### src/imrs_pkg.sv
package imrs_pkg;

  // ==========================================================
  // register map (byte addresses)
  localparam logic [7:0] ADDR_CTRL = 8'h00;
  localparam logic [7:0] ADDR_PRIO = 8'h04;
  localparam logic [7:0] ADDR_LOSSDIV = 8'h08;
  localparam logic [7:0] ADDR_REVAL = 8'h0c;
  localparam logic [7:0] ADDR_HOLDOFF = 8'h10;
  localparam logic [7:0] ADDR_STATUS = 8'h14;
  localparam logic [7:0] ADDR_LOSS = 8'h18;

  // ==========================================================
  // register field positions
  localparam int CTRL_MODE_LSB = 0;
  localparam int CTRL_SEL_LSB = 2;
  localparam int CTRL_REVERTIVE_ENABLE_BIT = 4;
  localparam int CTRL_PD_BIT = 5;
  localparam int CTRL_BLOCK_BIT = 6;
  localparam int CTRL_DIFF_LSB = 8;
  localparam int HOLDOFF_PRESC_LSB = 8;
  localparam int STATUS_SEL_LSB = 4;
  localparam int STATUS_REFOK_BIT = 6;
  localparam int STATUS_HOLD_BIT = 7;
  localparam int STATUS_MONOK_BIT = 8;
  localparam int LOSS_REF_BIT = 4;

  // ==========================================================
  // reset values
  localparam logic [1:0] RST_MODE = 2'h0;
  localparam logic [1:0] RST_SEL = 2'h0;
  localparam logic RST_REVERTIVE_ENABLE = 1'b0;
  localparam logic RST_PD = 1'b1;
  localparam logic RST_BLOCK = 1'b0;
  localparam logic [7:0] RST_PRIO = 8'he4;
  localparam logic [15:0] RST_LOSSDIV = 16'h000c;
  localparam logic [7:0] RST_REVAL = 8'h04;
  localparam logic [7:0] RST_HOLDOFF_START = 8'h10;
  localparam logic [15:0] RST_HOLDOFF_PRESC = 16'h0100;

  // ==========================================================
  // monitor limits
  localparam logic [1:0] MISS_LIMIT = 2'h3;

  typedef enum logic [1:0]
  {
    MODE_MANUAL = 2'b00,
    MODE_AUTO = 2'b01,
    MODE_SHORT_HOLD = 2'b10,
    MODE_AUTO_HOLD = 2'b11
  } imrs_mode_t;

  typedef enum logic [1:0]
  {
    ST_TRACK = 2'b00,
    ST_HOLDOFF = 2'b01,
    ST_HOLD = 2'b10
  } imrs_state_t;

endpackage

### src/imrs_input_mon.sv
`timescale 1ns/1ps
module imrs_input_mon
  import imrs_pkg::*;
(
  input wire logic clk_sys,
  input wire logic rst_n,
  input wire logic enable,
  input wire logic ref_tick,
  input wire logic clk_in,
  input wire logic diff_zero,
  input wire logic [7:0] revalidation_count,
  output logic valid,
  output logic loss_pulse
);
  logic clk_in_d;
  logic seen;
  logic [1:0] miss;
  logic [7:0] good;
  logic edge_now;
  logic [7:0] good_target;

  assign edge_now = clk_in & ~clk_in_d;
  // a zero count would never re-validate; treat it as one period
  assign good_target = (revalidation_count == 8'h00) ? 8'h01 : revalidation_count;

  always_ff @(posedge clk_sys or negedge rst_n)
  begin
    if (!rst_n)
      clk_in_d <= 1'b0;
    else
      clk_in_d <= clk_in;
  end

  always_ff @(posedge clk_sys or negedge rst_n)
  begin
    if (!rst_n)
      seen <= 1'b0;
    else if (ref_tick)
      seen <= 1'b0;
    else if (edge_now)
      seen <= 1'b1;
  end

  // static input never produces edges, so it runs out of ticks
  always_ff @(posedge clk_sys or negedge rst_n)
  begin
    if (!rst_n)
    begin
      miss <= 2'h0;
      good <= 8'h00;
      valid <= 1'b0;
      loss_pulse <= 1'b0;
    end
    else
    begin
      loss_pulse <= 1'b0;
      if (enable && diff_zero)
      begin
        miss <= 2'h0;
        good <= 8'h00;
        valid <= 1'b0;
        loss_pulse <= valid;
      end
      else if (enable && ref_tick)
      begin
        if (seen || edge_now)
        begin
          miss <= 2'h0;
          if (!valid)
          begin
            if (good + 8'h01 >= good_target)
            begin
              good <= 8'h00;
              valid <= 1'b1;
            end
            else
              good <= good + 8'h01;
          end
        end
        else
        begin
          good <= 8'h00;
          if (valid && miss + 2'h1 == MISS_LIMIT)
          begin
            valid <= 1'b0;
            loss_pulse <= 1'b1;
            miss <= 2'h0;
          end
          else if (valid)
            miss <= miss + 2'h1;
        end
      end
    end
  end

endmodule // imrs_input_mon

### src/imrs_selector.sv
`timescale 1ns/1ps
module imrs_selector
  import imrs_pkg::*;
#(
  parameter int NUM_IN = 4,
  parameter int WORD_W = 16
)
(
  input wire logic clk_sys,
  input wire logic rst_n,
  input wire logic psel,
  input wire logic penable,
  input wire logic pwrite,
  input wire logic [7:0] paddr,
  input wire logic [31:0] pwdata,
  output logic [31:0] prdata,
  output logic pready,
  output logic pslverr,
  input wire logic [NUM_IN-1:0] clk_in,
  input wire logic [NUM_IN-1:0] diff_zero,
  input wire logic [WORD_W-1:0] tuning_word,
  output logic [1:0] ref_select,
  output logic ref_ok,
  output logic holdover,
  output logic [WORD_W-1:0] vcxo_word
);
  import imrs_pkg::*;

  // ==========================================================
  // registers
  imrs_mode_t mode;
  logic [1:0] manual_sel;
  logic revertive_enable;
  logic lossdet_divider_powerdown;
  logic monitor_flag_block;
  logic [NUM_IN-1:0] diff_enable;
  logic [7:0] prio;
  logic [15:0] lossdet_reference_divider;
  logic [7:0] revalidation_count;
  logic [7:0] holdoff_start_value;
  logic [15:0] holdoff_prescaler;
  logic [NUM_IN-1:0] input_loss_latched;
  logic ref_loss_latched;

  logic wr_en;
  logic rd_en;
  logic [NUM_IN-1:0] valid;
  logic [NUM_IN-1:0] loss_pulse;
  logic [15:0] div_cnt;
  logic ref_tick;
  logic [15:0] presc_cnt;
  logic holdoff_tick;
  logic [7:0] holdoff_cnt;
  imrs_state_t state;
  logic [2:0] best;
  logic sel_valid;
  logic ref_loss_event;

  // highest priority wins; scanning down from the top index lets the
  // lowest index overwrite an equal priority
  function automatic logic [2:0] best_input(input logic [3:0] v, input logic [7:0] p);
    logic [2:0] res;
    logic [1:0] bp;
    res = 3'b000;
    bp = 2'h0;
    for (int i = 3; i >= 0; i--)
    begin
      if (v[i] && (!res[2] || p[2*i+:2] >= bp))
      begin
        res = {1'b1, 2'(i)};
        bp = p[2*i+:2];
      end
    end
    return res;
  endfunction

  // ==========================================================
  // apb slave, zero wait states
  assign pready = 1'b1;
  assign wr_en = psel & penable & pwrite;
  assign rd_en = psel & penable & ~pwrite;

  always_ff @(posedge clk_sys or negedge rst_n)
  begin
    if (!rst_n)
    begin
      mode <= imrs_mode_t'(RST_MODE);
      manual_sel <= RST_SEL;
      revertive_enable <= RST_REVERTIVE_ENABLE;
      lossdet_divider_powerdown <= RST_PD;
      monitor_flag_block <= RST_BLOCK;
      diff_enable <= '0;
      prio <= RST_PRIO;
      lossdet_reference_divider <= RST_LOSSDIV;
      revalidation_count <= RST_REVAL;
      holdoff_start_value <= RST_HOLDOFF_START;
      holdoff_prescaler <= RST_HOLDOFF_PRESC;
    end
    else if (wr_en)
    begin
      unique case (paddr)
        ADDR_CTRL:
        begin
          mode <= imrs_mode_t'(pwdata[CTRL_MODE_LSB+:2]);
          manual_sel <= pwdata[CTRL_SEL_LSB+:2];
          revertive_enable <= pwdata[CTRL_REVERTIVE_ENABLE_BIT];
          lossdet_divider_powerdown <= pwdata[CTRL_PD_BIT];
          monitor_flag_block <= pwdata[CTRL_BLOCK_BIT];
          diff_enable <= pwdata[CTRL_DIFF_LSB+:NUM_IN];
        end
        ADDR_PRIO: prio <= pwdata[7:0];
        ADDR_LOSSDIV: lossdet_reference_divider <= pwdata[15:0];
        ADDR_REVAL: revalidation_count <= pwdata[7:0];
        ADDR_HOLDOFF:
        begin
          holdoff_start_value <= pwdata[7:0];
          holdoff_prescaler <= pwdata[HOLDOFF_PRESC_LSB+:16];
        end
        default: ;
      endcase
    end
  end

  always_ff @(posedge clk_sys or negedge rst_n)
  begin
    if (!rst_n)
      prdata <= 32'h0000_0000;
    else if (psel && !penable && !pwrite)
    begin
      unique case (paddr)
        ADDR_CTRL: prdata <= {20'h00000, 4'(diff_enable), 1'b0, monitor_flag_block,
          lossdet_divider_powerdown, revertive_enable, manual_sel, mode};
        ADDR_PRIO: prdata <= {24'h000000, prio};
        ADDR_LOSSDIV: prdata <= {16'h0000, lossdet_reference_divider};
        ADDR_REVAL: prdata <= {24'h000000, revalidation_count};
        ADDR_HOLDOFF: prdata <= {8'h00, holdoff_prescaler, holdoff_start_value};
        ADDR_STATUS: prdata <= {23'h000000, ~lossdet_divider_powerdown, holdover, ref_ok,
          ref_select, 4'(valid)};
        ADDR_LOSS: prdata <= {27'h0000000, ref_loss_latched, 4'(input_loss_latched)};
        default: prdata <= 32'h0000_0000;
      endcase
    end
  end

  always_comb
  begin
    pslverr = 1'b0;
    if ((rd_en || wr_en) && paddr > ADDR_LOSS)
      pslverr = 1'b1;
    if ((rd_en || wr_en) && paddr[1:0] != 2'b00)
      pslverr = 1'b1;
  end

  // ==========================================================
  // loss-detect reference divider
  // mismatch against the input rate gives late or false losses
  always_ff @(posedge clk_sys or negedge rst_n)
  begin
    if (!rst_n)
      div_cnt <= 16'h0000;
    else if (lossdet_divider_powerdown || ref_tick)
      div_cnt <= 16'h0000;
    else
      div_cnt <= div_cnt + 16'h0001;
  end

  assign ref_tick = !lossdet_divider_powerdown && (div_cnt + 16'h0001 >= lossdet_reference_divider);

  // ==========================================================
  // per-input monitors
  genvar g;
  generate
    for (g = 0; g < NUM_IN; g++)
    begin : gen_mon
      imrs_input_mon u_mon
      (
        .clk_sys(clk_sys),
        .rst_n(rst_n),
        .enable(~lossdet_divider_powerdown),
        .ref_tick(ref_tick),
        .clk_in(clk_in[g]),
        .diff_zero(diff_zero[g] & diff_enable[g]),
        .revalidation_count(revalidation_count),
        .valid(valid[g]),
        .loss_pulse(loss_pulse[g])
      );
    end
  endgenerate

  // ==========================================================
  // loss flags, set wins over a same-cycle clear
  assign sel_valid = valid[ref_select];
  assign ref_loss_event = loss_pulse[ref_select];

  always_ff @(posedge clk_sys or negedge rst_n)
  begin
    if (!rst_n)
      input_loss_latched <= '0;
    else
    begin
      for (int i = 0; i < NUM_IN; i++)
      begin
        // a bit already latched just stays set, so no second event is seen
        if (loss_pulse[i] && !monitor_flag_block)
          input_loss_latched[i] <= 1'b1;
        else if (wr_en && paddr == ADDR_LOSS && pwdata[i])
          input_loss_latched[i] <= 1'b0;
      end
    end
  end

  // in ST_HOLD, reached when the hold-off count runs out with no valid input, the reference flag cannot be cleared
  always_ff @(posedge clk_sys or negedge rst_n)
  begin
    if (!rst_n)
      ref_loss_latched <= 1'b0;
    else if (ref_loss_event && !monitor_flag_block)
      ref_loss_latched <= 1'b1;
    else if (wr_en && paddr == ADDR_LOSS && pwdata[LOSS_REF_BIT] && !(state == ST_HOLD))
      ref_loss_latched <= 1'b0;
  end

  // ==========================================================
  // hold-off prescaler and counter, only run while counting down
  always_ff @(posedge clk_sys or negedge rst_n)
  begin
    if (!rst_n)
      presc_cnt <= 16'h0000;
    else if (state != ST_HOLDOFF || holdoff_tick)
      presc_cnt <= 16'h0000;
    else
      presc_cnt <= presc_cnt + 16'h0001;
  end

  assign holdoff_tick = (state == ST_HOLDOFF) && (presc_cnt + 16'h0001 >= holdoff_prescaler);

  always_ff @(posedge clk_sys or negedge rst_n)
  begin
    if (!rst_n)
      holdoff_cnt <= RST_HOLDOFF_START;
    else if (state != ST_HOLDOFF)
      holdoff_cnt <= holdoff_start_value;
    else if (holdoff_tick)
      holdoff_cnt <= (holdoff_cnt == 8'h00) ? holdoff_start_value : holdoff_cnt - 8'h01;
  end

  // ==========================================================
  // selection state machine
  always_comb best = best_input(4'(valid), prio);

  always_ff @(posedge clk_sys or negedge rst_n)
  begin
    if (!rst_n)
    begin
      state <= ST_TRACK;
      ref_select <= RST_SEL;
    end
    else
    begin
      unique case (mode)
        MODE_MANUAL, MODE_SHORT_HOLD:
        begin
          state <= ST_TRACK;
          ref_select <= manual_sel;
        end
        MODE_AUTO:
        begin
          state <= ST_TRACK;
          if (!sel_valid && best[2])
            ref_select <= best[1:0];
          else if (revertive_enable && best[2] && prio[2*best[1:0]+:2] > prio[2*ref_select+:2])
            ref_select <= best[1:0];
        end
        MODE_AUTO_HOLD:
        begin
          unique case (state)
            ST_TRACK:
            begin
              if (!sel_valid)
                state <= ST_HOLDOFF;
              else if (revertive_enable && best[2] &&
                prio[2*best[1:0]+:2] > prio[2*ref_select+:2])
                ref_select <= best[1:0];
            end
            ST_HOLDOFF:
            begin
              // revertive has no effect until the count runs out
              if (holdoff_tick && holdoff_cnt == 8'h00)
              begin
                if (sel_valid)
                  state <= ST_TRACK;
                else if (best[2])
                begin
                  ref_select <= best[1:0];
                  state <= ST_TRACK;
                end
                else
                  state <= ST_HOLD;
              end
            end
            ST_HOLD:
            begin
              if (sel_valid)
                state <= ST_TRACK;
              else if (best[2])
              begin
                ref_select <= best[1:0];
                state <= ST_TRACK;
              end
            end
            default: state <= ST_TRACK;
          endcase
        end
      endcase
    end
  end

  always_comb
  begin
    holdover = 1'b0;
    if (mode == MODE_SHORT_HOLD)
      holdover = ~sel_valid;
    else if (mode == MODE_AUTO_HOLD)
      holdover = (state != ST_TRACK) || !sel_valid;
  end

  assign ref_ok = sel_valid && !holdover;

  // ==========================================================
  // holdover tuning value: frozen copy of the last tracked word
  always_ff @(posedge clk_sys or negedge rst_n)
  begin
    if (!rst_n)
      vcxo_word <= '0;
    else if (!holdover)
      vcxo_word <= tuning_word;
  end

endmodule // imrs_selector

### config.mk
export PLATFORM = sky130hd
export DESIGN_NAME = imrs_selector
export DESIGN_NICKNAME = d
export VERILOG_FILES = /design/src/imrs_pkg.sv /design/src/imrs_input_mon.sv /design/src/imrs_selector.sv
export SDC_FILE = /design/constraint.sdc
export NUM_CORES = 1
export LEC_CHECK = 0
export ABC_CLOCK_PERIOD_IN_PS = 5200
export BUFFER_PORTS_ARGS = -buffer_cell sky130_fd_sc_hd__buf_2
export CORE_MARGIN = 2
export CORE_UTILIZATION = 45
export DETAILED_ROUTE_END_ITERATION = 16
export PLACE_DENSITY = 0.62
export SLEW_MARGIN = 20
export SYNTH_ARGS = -nofsm -noshare
export SYNTH_HDL_FRONTEND = slang
export SYNTH_SLANG_ARGS = --single-unit
### constraint.sdc
create_clock -name clk_sys -period 5.2 [get_ports clk_sys]
set_input_delay 0.78 -clock clk_sys [delete_from_list [all_inputs] [get_ports clk_sys]]
set_output_delay 0.78 -clock clk_sys [all_outputs]
set_load 0.005 [all_outputs]
# Word-level counts from Yosys, hierarchy flattened
# Cells that the tools add are included.
[classes] n_addsub=11 order_cmp=12 eq_ne=25 shifts=2 muxes=136 n_bitwise=18 reduce_logical=106
[op_table] operator="8-bit two-way mux" n=24
[op_table] operator="24-bit one-hot mux with 7 select lines" n=1
[op_table] operator="2-bit two-way mux" n=35
[op_table] operator="1-bit two-way mux" n=64
[op_table] operator="1-bit logical AND" n=35
[op_table] operator="2-bit AND reduction" n=17
[op_table] operator="16-bit by 1-bit adder with 16-bit output, second input constant" n=2
[op_table] operator="8-bit by 1-bit adder with 8-bit output, second input constant" n=4
[op_table] operator="16-bit greater-or-equal comparator" n=2
[op_table] operator="8-bit greater-or-equal comparator" n=4
[op_table] operator="16-bit two-way mux" n=2
[op_table] operator="2-bit nonzero test" n=16
[op_table] operator="8-bit by 5-bit equality test with 1-bit output, second input constant" n=3
[op_table] operator="8-bit logical NOT" n=3
[op_table] operator="3-bit != test, second input constant" n=7
[op_table] operator="2-bit one-hot mux with 3 select lines" n=3
[op_table] operator="8-bit by 4-bit equality test with 1-bit output, second input constant" n=2
[op_table] operator="4-bit nonzero test" n=4
[op_table] operator="8-bit by 4-bit variable part select with 2-bit output" n=2
[op_table] operator="2-bit equality test, second input constant" n=7
[op_table] operator="3-bit two-way mux" n=4
[op_table] operator="3-bit nonzero test" n=4
[op_table] operator="1-bit bitwise AND" n=11
[op_table] operator="1-bit logical OR" n=11
[op_table] operator="19 further kinds" n=43
[totals] reg_bits=220 input_bits=69 output_inout_bits=54 elab_cells=357

# Logic depth before layout (Yosys ltp)
[depth] depth_word=20 ltp_mapped=31 ltp_nobuf=30

# Modules after synthesis
# Synthesis repeated with hierarchy kept, for this count alone.
[hier_totals] hier_cells=1212 hier_area_um2=12598.3
[by_module_without_submodules] module="imrs_selector" n_inst=1 cells_each=816 area_per_inst_um2=8694.6 seq_area_each_um2=3917.5
[by_module_without_submodules] module="imrs_input_mon" n_inst=4 cells_each=99 area_per_inst_um2=975.9 seq_area_each_um2=350.3

# Least setup slack after synthesis
# No wires, ideal clock.
[synth_path] kind="register -> register" start="register gen_mon[3].u_mon.valid" end="register ref_select[0]" setup_time_ns=0.126 t_arrival_ns=5.357 required_ns=5.074 slack_ns=-0.283 path_stages_with_launch=32 path_buffers=1 synth_period_minus_slack_ns=5.483 path_cell_list="dfrtp_1 clkbuf_1 and2_1 ha_1 nand2b_1 a21oi_1 nand2_1 nand2_1 mux2_2 ha_1 nand2b_1 a21oi_1 o21ai_0 and2_1 nor2_1 a21oi_1 ha_1 nand2b_1 a21oi_1 nor2_1 a21oi_1 nor2_1 a211oi_1 a21oi_1 ha_1 nand2_1 nand2_1 o22a_1 o21ai_2 mux2_2 mux2i_1 mux2i_1"
[synth_between] elab_chain_cells=20 word_cells_on_any_way=37 cone_classes="4 x order compare; 1 x eq/ne; 1 x shift; 17 x mux; 14 x reduce/logical"
[synth_lines] element="from (decl)" line_no="imrs_input_mon.sv:12" rtl="output logic valid,"
[synth_lines] element="from (signal assigned)" line_no="imrs_input_mon.sv:51" rtl="valid <= 1'b0;"
[synth_lines] element="from (signal assigned)" line_no="imrs_input_mon.sv:61" rtl="valid <= 1'b0;"
[synth_lines] element="from (signal assigned)" line_no="imrs_input_mon.sv:74" rtl="valid <= 1'b1;"
[synth_lines] element="2-bit two-way mux / 3-bit two-way mux (equally long branches)" line_no="imrs_selector.sv:68" rtl="if (v[i] && (!res[2] || p[2*i+:2] >= bp))"
[synth_lines] element="2-bit greater-or-equal comparator / 1-bit logical NOT (equally long branches)" line_no="imrs_selector.sv:68"
[synth_lines] element="1-bit logical OR" line_no="imrs_selector.sv:68"
[synth_lines] element="1-bit logical AND" line_no="imrs_selector.sv:68"
[synth_lines] element="2-bit two-way mux / 3-bit two-way mux (equally long branches)" line_no="imrs_selector.sv:68"
[synth_lines] element="2-bit greater-or-equal comparator / 1-bit logical NOT (equally long branches)" line_no="imrs_selector.sv:68"
[synth_lines] element="1-bit logical OR" line_no="imrs_selector.sv:68"
[synth_lines] element="1-bit logical AND" line_no="imrs_selector.sv:68"
[synth_lines] element="(+4 left out)"
[synth_lines] element="3-bit two-way mux" line_no="imrs_selector.sv:68"
[synth_lines] element="8-bit by 4-bit variable part select with 2-bit output" line_no="imrs_selector.sv:271, imrs_selector.sv:282"
[synth_lines] element="2-bit > comparator" line_no="imrs_selector.sv:271, imrs_selector.sv:282"
[synth_lines] element="1-bit logical AND" line_no="imrs_selector.sv:271, imrs_selector.sv:281"
[synth_lines] element="2-bit two-way mux" line_no="imrs_selector.sv:271, imrs_selector.sv:281"
[synth_lines] element="2-bit two-way mux" line_no="imrs_selector.sv:279" rtl="if (!sel_valid)"
[synth_lines] element="2-bit one-hot mux with 3 select lines" line_no="imrs_selector.sv:276" rtl="unique case (state)"
[synth_lines] element="2-bit one-hot mux with 3 select lines" line_no="imrs_selector.sv:260" rtl="unique case (mode)"
[synth_lines] element="to (signal assigned)" line_no="imrs_selector.sv:270" rtl="ref_select <= best[1:0];"
[synth_lines] element="to (signal assigned)" line_no="imrs_selector.sv:272" rtl="ref_select <= best[1:0];"
[synth_lines] element="to (signal assigned)" line_no="imrs_selector.sv:283" rtl="ref_select <= best[1:0];"
[synth_lines] element="to (decl)" line_no="imrs_selector.sv:22" rtl="output logic [1:0] ref_select,"
# Parallel ways exist; a longest one is shown, timed or not. The select of a mux whose other input is x is not followed.
# A chain may end at the register's enable or synchronous reset.

# Final worst setup path
[layout_path] start="register prio[6]" end="register ref_select[0]"
[layout_between] elab_chain_cells=20 word_cells_on_any_way=31 cone_classes="4 x order compare; 2 x shift; 14 x mux; 11 x reduce/logical"
[layout_lines] element="from (decl)" line_no="imrs_selector.sv:37" rtl="logic [7:0] prio;"
[layout_lines] element="from (signal assigned)" line_no="imrs_selector.sv:111" rtl="ADDR_PRIO: prio <= pwdata[7:0];"
[layout_lines] element="2-bit two-way mux" line_no="imrs_selector.sv:68"
[layout_lines] element="2-bit greater-or-equal comparator" line_no="imrs_selector.sv:68"
[layout_lines] element="1-bit logical OR" line_no="imrs_selector.sv:68"
[layout_lines] element="1-bit logical AND" line_no="imrs_selector.sv:68"
[layout_lines] element="2-bit two-way mux / 3-bit two-way mux (equally long branches)" line_no="imrs_selector.sv:68"
[layout_lines] element="2-bit greater-or-equal comparator / 1-bit logical NOT (equally long branches)" line_no="imrs_selector.sv:68"
[layout_lines] element="1-bit logical OR" line_no="imrs_selector.sv:68"
[layout_lines] element="1-bit logical AND" line_no="imrs_selector.sv:68"
[layout_lines] element="(+4 left out)"
[layout_lines] element="3-bit two-way mux" line_no="imrs_selector.sv:68"
[layout_lines] element="8-bit by 4-bit variable part select with 2-bit output" line_no="imrs_selector.sv:271, imrs_selector.sv:282"
[layout_lines] element="2-bit > comparator" line_no="imrs_selector.sv:271, imrs_selector.sv:282"
[layout_lines] element="1-bit logical AND" line_no="imrs_selector.sv:271, imrs_selector.sv:281"
[layout_lines] element="2-bit two-way mux" line_no="imrs_selector.sv:271, imrs_selector.sv:281"
[layout_lines] element="2-bit two-way mux" line_no="imrs_selector.sv:279"
[layout_lines] element="2-bit one-hot mux with 3 select lines" line_no="imrs_selector.sv:276"
[layout_lines] element="2-bit one-hot mux with 3 select lines (*)" line_no="imrs_selector.sv:260"
# Every way passes the cells marked *; elsewhere a longest branch is shown, timed or not. The select of a mux whose other input is x is not followed.

==> results.py <==
metrics = {
    "clock_network": {
        "clock_sinks": 212,
        "root_buffer": "clkbuf_16",
        "cts_buffers": 24,
        "cts_max_level": 1,
        "clk_transition_reported_paths_ns": 0.06,
        "clk-insertion-delay-late_ns": 0.52,
        "cts_tree": "built",
        "clk_path_buf_depth": 3,
        "hold_buffers": 0,
    },
    "drt": {
        "drt-pass1-iter-count": 5,
        "drtIter0Drc": 631,
        "drc": 0,
        "drt.antenna.violating_nets": 0,
        "post_drt_wl_per_cell_um": 17.2,
        "via_per_inst": 5.57,
        "routed_wl_mm": 30.1,
        "via_count": 9719,
    },
    "cells_and_area": {
        "drive_above_1_share": 0.184,
        "fin_nets": 1545,
        "insertedDiodeCount": 0,
        "fillCellCount": 2401,
        "area_delta_synth_final_pct": 14.4,
    },
    "floorplanning": {
        "core_area_um2": 26800,
        "io_pins": 123,
        "rows": 60,
        "die_h_um": 169,
        "die_w_um": 169,
        "start_util": 0.456,
        "die_area_um2": 28500,
    },
    "global_route": {
        "grt_antenna_before_repair": 0,
        "first_global_vias": 9296,
        "overflow": 0,
        "grt_pass1_wl_mm": 48.9,
        "grt_usage": 0.212,
        "grt_max_degree": 129,
    },
    "logic_synthesis": {
        "ys_seq_area_frac": 0.435,
        "ys_seq_elements": 212,
        "syn_area_um2": 12200,
        "synth_edf_count": 0,
        "synth_common_cells": "dfrtp_1 (201), nand2_1 (161), o21ai_0 (117)",
        "yosysWarnings": 0,
        "yosys.area.top_type": "dfrtp_1",
        "synth_cell_types": 68,
        "synthTopCellsByArea": "dfrtp_1 (41%), ha_1 (8.9%), nand2_1 (4.9%), o21ai_0 (4.8%), mux2_2 (4.6%)",
        "synth.top_cell.area_share": 0.412,
        "postSynthCellCount": 1292,
        "yosysMostFrequentCell": "dfrtp_1",
        "synthArstFlopShare": 1.00,
        "avgSynthCellArea_um2": 9.46,
        "ys_dominant_reg_cell": "dfrtp_1",
    },
    "sta": {
        "setup_viol": 0,
        "rsz0062_at_grt": "true",
        "tns_ns": 0,
        "min_period_ns": 5.08,
        "finalHoldViolations": 0,
        "maxSlewHeadroom": 0.272,
        "timing.fmax_ghz": 0.197,
        "slew_viol_final": 0,
        "whs_ns": 0.343,
        "finalClockSkew_ns": 0.0163,
        "fin_crit_sh": 0.978,
        "worst_slew_pin_slew_ns": 1.09,
    },
    "critical_path": {
        "cp.arrival_ns": 5.47,
        "critPathSlowestCell": "dfstp_2",
        "critPathRequiredTime_ns": 5.59,
        "start_kind": "flip-flop",
        "crit_fanout": 8,
        "slowest_delay_ns": 0.53,
        "cp_common_cell": "a21oi_2",
        "setup.worst_path.class": "flip-flop to flip-flop",
        "worst_setup_path_end_kind": "flip-flop",
    },
    "run_status": {
        "outcome": "finished, final reports clean",
    },
    "pwr": {
        "finalPower_w": 0.00377,
        "powerDensity_nw_per_um2": 270,
        "leakage_nw": 6.74,
        "peakVddDrop_v": 0.000232,
    },
    "placement": {
        "io_buffer_count": 105,
        "hpwl_mm": 21.5,
        "gp_congestion": 0.888,
    },
    "hold_path": {
        "min_path_type": "input pin to async pin",
    },
    "run": {
        "timing.max_cap.violations": 0,
    },
}
[timing repair]
| action | in CTS | in global routing |
|---|---|---|
| pin swaps | 7 | 11 |
| setup endpoints to repair | 1 | 2 |
| setup buffers | 2 | 3 |
| resized for setup | 8 | 14 |
[cell usage in the layout, fill, tap and decap left out, types with 30 or more instances in the layout]
cell type	Yosys	final
dfrtp_1	201	201
nand2_1	161	160
o21ai_0	117	115
buf_2	8	104
ha_1	87	84
inv_1	83	83
nor2_1	80	77
nand3_1	57	57
a21oi_1	54	49
mux2_2	50	48
nor2b_1	32	32
xnor2_1	30	30
[sequential cells by signal (all words and copies together) (netlist names), 4 cells and up]
name	flops
diff_enable	4
div_cnt	16
gen_mon.u_mon.clk_in_d	4
gen_mon.u_mon.good	32
gen_mon.u_mon.loss_pulse	4
gen_mon.u_mon.miss	8
gen_mon.u_mon.seen	4
gen_mon.u_mon.valid	4
holdoff_cnt	8
holdoff_prescaler	16
holdoff_start_value	8
input_loss_latched	4
lossdet_reference_divider	16
prdata	24
presc_cnt	16
prio	8
revalidation_count	8
vcxo_word	16
[kinds of logic (layout without fill, tap and decap cells)]
family,Yosys count,in the layout,share of synthesized area
XOR/XNOR,51,51,0.0366
adder cells (fa/ha/maj),87,87,0.0891
other,2,9,0.000615
flip-flops,212,212,0.435
buffers and inverters,148,254,0.0506
AND/OR/NAND/NOR,434,434,0.169
AO/OA/AOI/OAI,282,282,0.143
multiplexers,76,76,0.0756
[cell type report]
| cell class | count | area (um2) | share of cell area |
|---|---|---|---|
| inverters | 84 | 315 | 0.0226 |
| clock buffers | 42 | 739 | 0.0529 |
| well taps | 341 | 427 | 0.0305 |
| flip-flops and latches | 212 | 5320 | 0.380 |
| multi-input cells | 939 | 6450 | 0.461 |
| repair buffers | 128 | 732 | 0.0524 |
[power by group]
| part | total, W | switching, W | internal [W] |
|---|---|---|---|
| sequential | 0.00179 | 0.0000605 | 0.00173 |
| combinational | 0.000400 | 0.000224 | 0.000177 |
| clock | 0.00159 | 0.000636 | 0.000952 |
| total | 0.00377 | 0.000920 | 0.00285 |
[path summary, 6_finish.rpt]
path / start / endpoint / slack (ns) / depth (start not counted)
min in group clk_sys: clk_in[0] / gen_mon[0].u_mon.clk_in_d / 0.39 / 1
worst min register to register: prdata[18] / prdata[18] / 0.46 / 2
max in group asynchronous: rst_n / lossdet_reference_divider[2] / 3.84 / 2
worst min-delay path: rst_n / vcxo_word[11] / 0.34 / 1
worst max-delay path: prio[6] / ref_select[0] / 0.12 / 30
worst max register to register: prio[6] / ref_select[0] / 0.12 / 30
[per-layer routing]
metal / global-route usage / part of all wire
met5: 0 / 0
met3: 0.0302 / 0.054
met1: 0.294 / 0.46
met2: 0.349 / 0.47
met4: 0.0573 / 0.021
[stage by stage]
step / utilization / cell area [um2] / setup slack, ns / std cells
global route: 0.522 / 14000 / -0.232 / 1746
global placement: 0.488 / 13100 / 0.0163 / 1698
CTS: 0.518 / 13900 / 0.000668 / 1742
finish: 0.522 / 14000 / 0.116 / 1746
detailed placement: 0.488 / 13100 / -0.146 / 1698
floorplan: - / 12300 / 0.0316 / 1299
[worst max-delay path: cells and delay by family (launching register included)]
kind,cells,cell delay (ns)
compound gates,9,1.10
flops,1,0.53
simple gates,11,1.17
mux,5,1.03
fa+ha+maj,4,0.98
buf+inv,1,0.15
(Power assumes the default switching activity.)
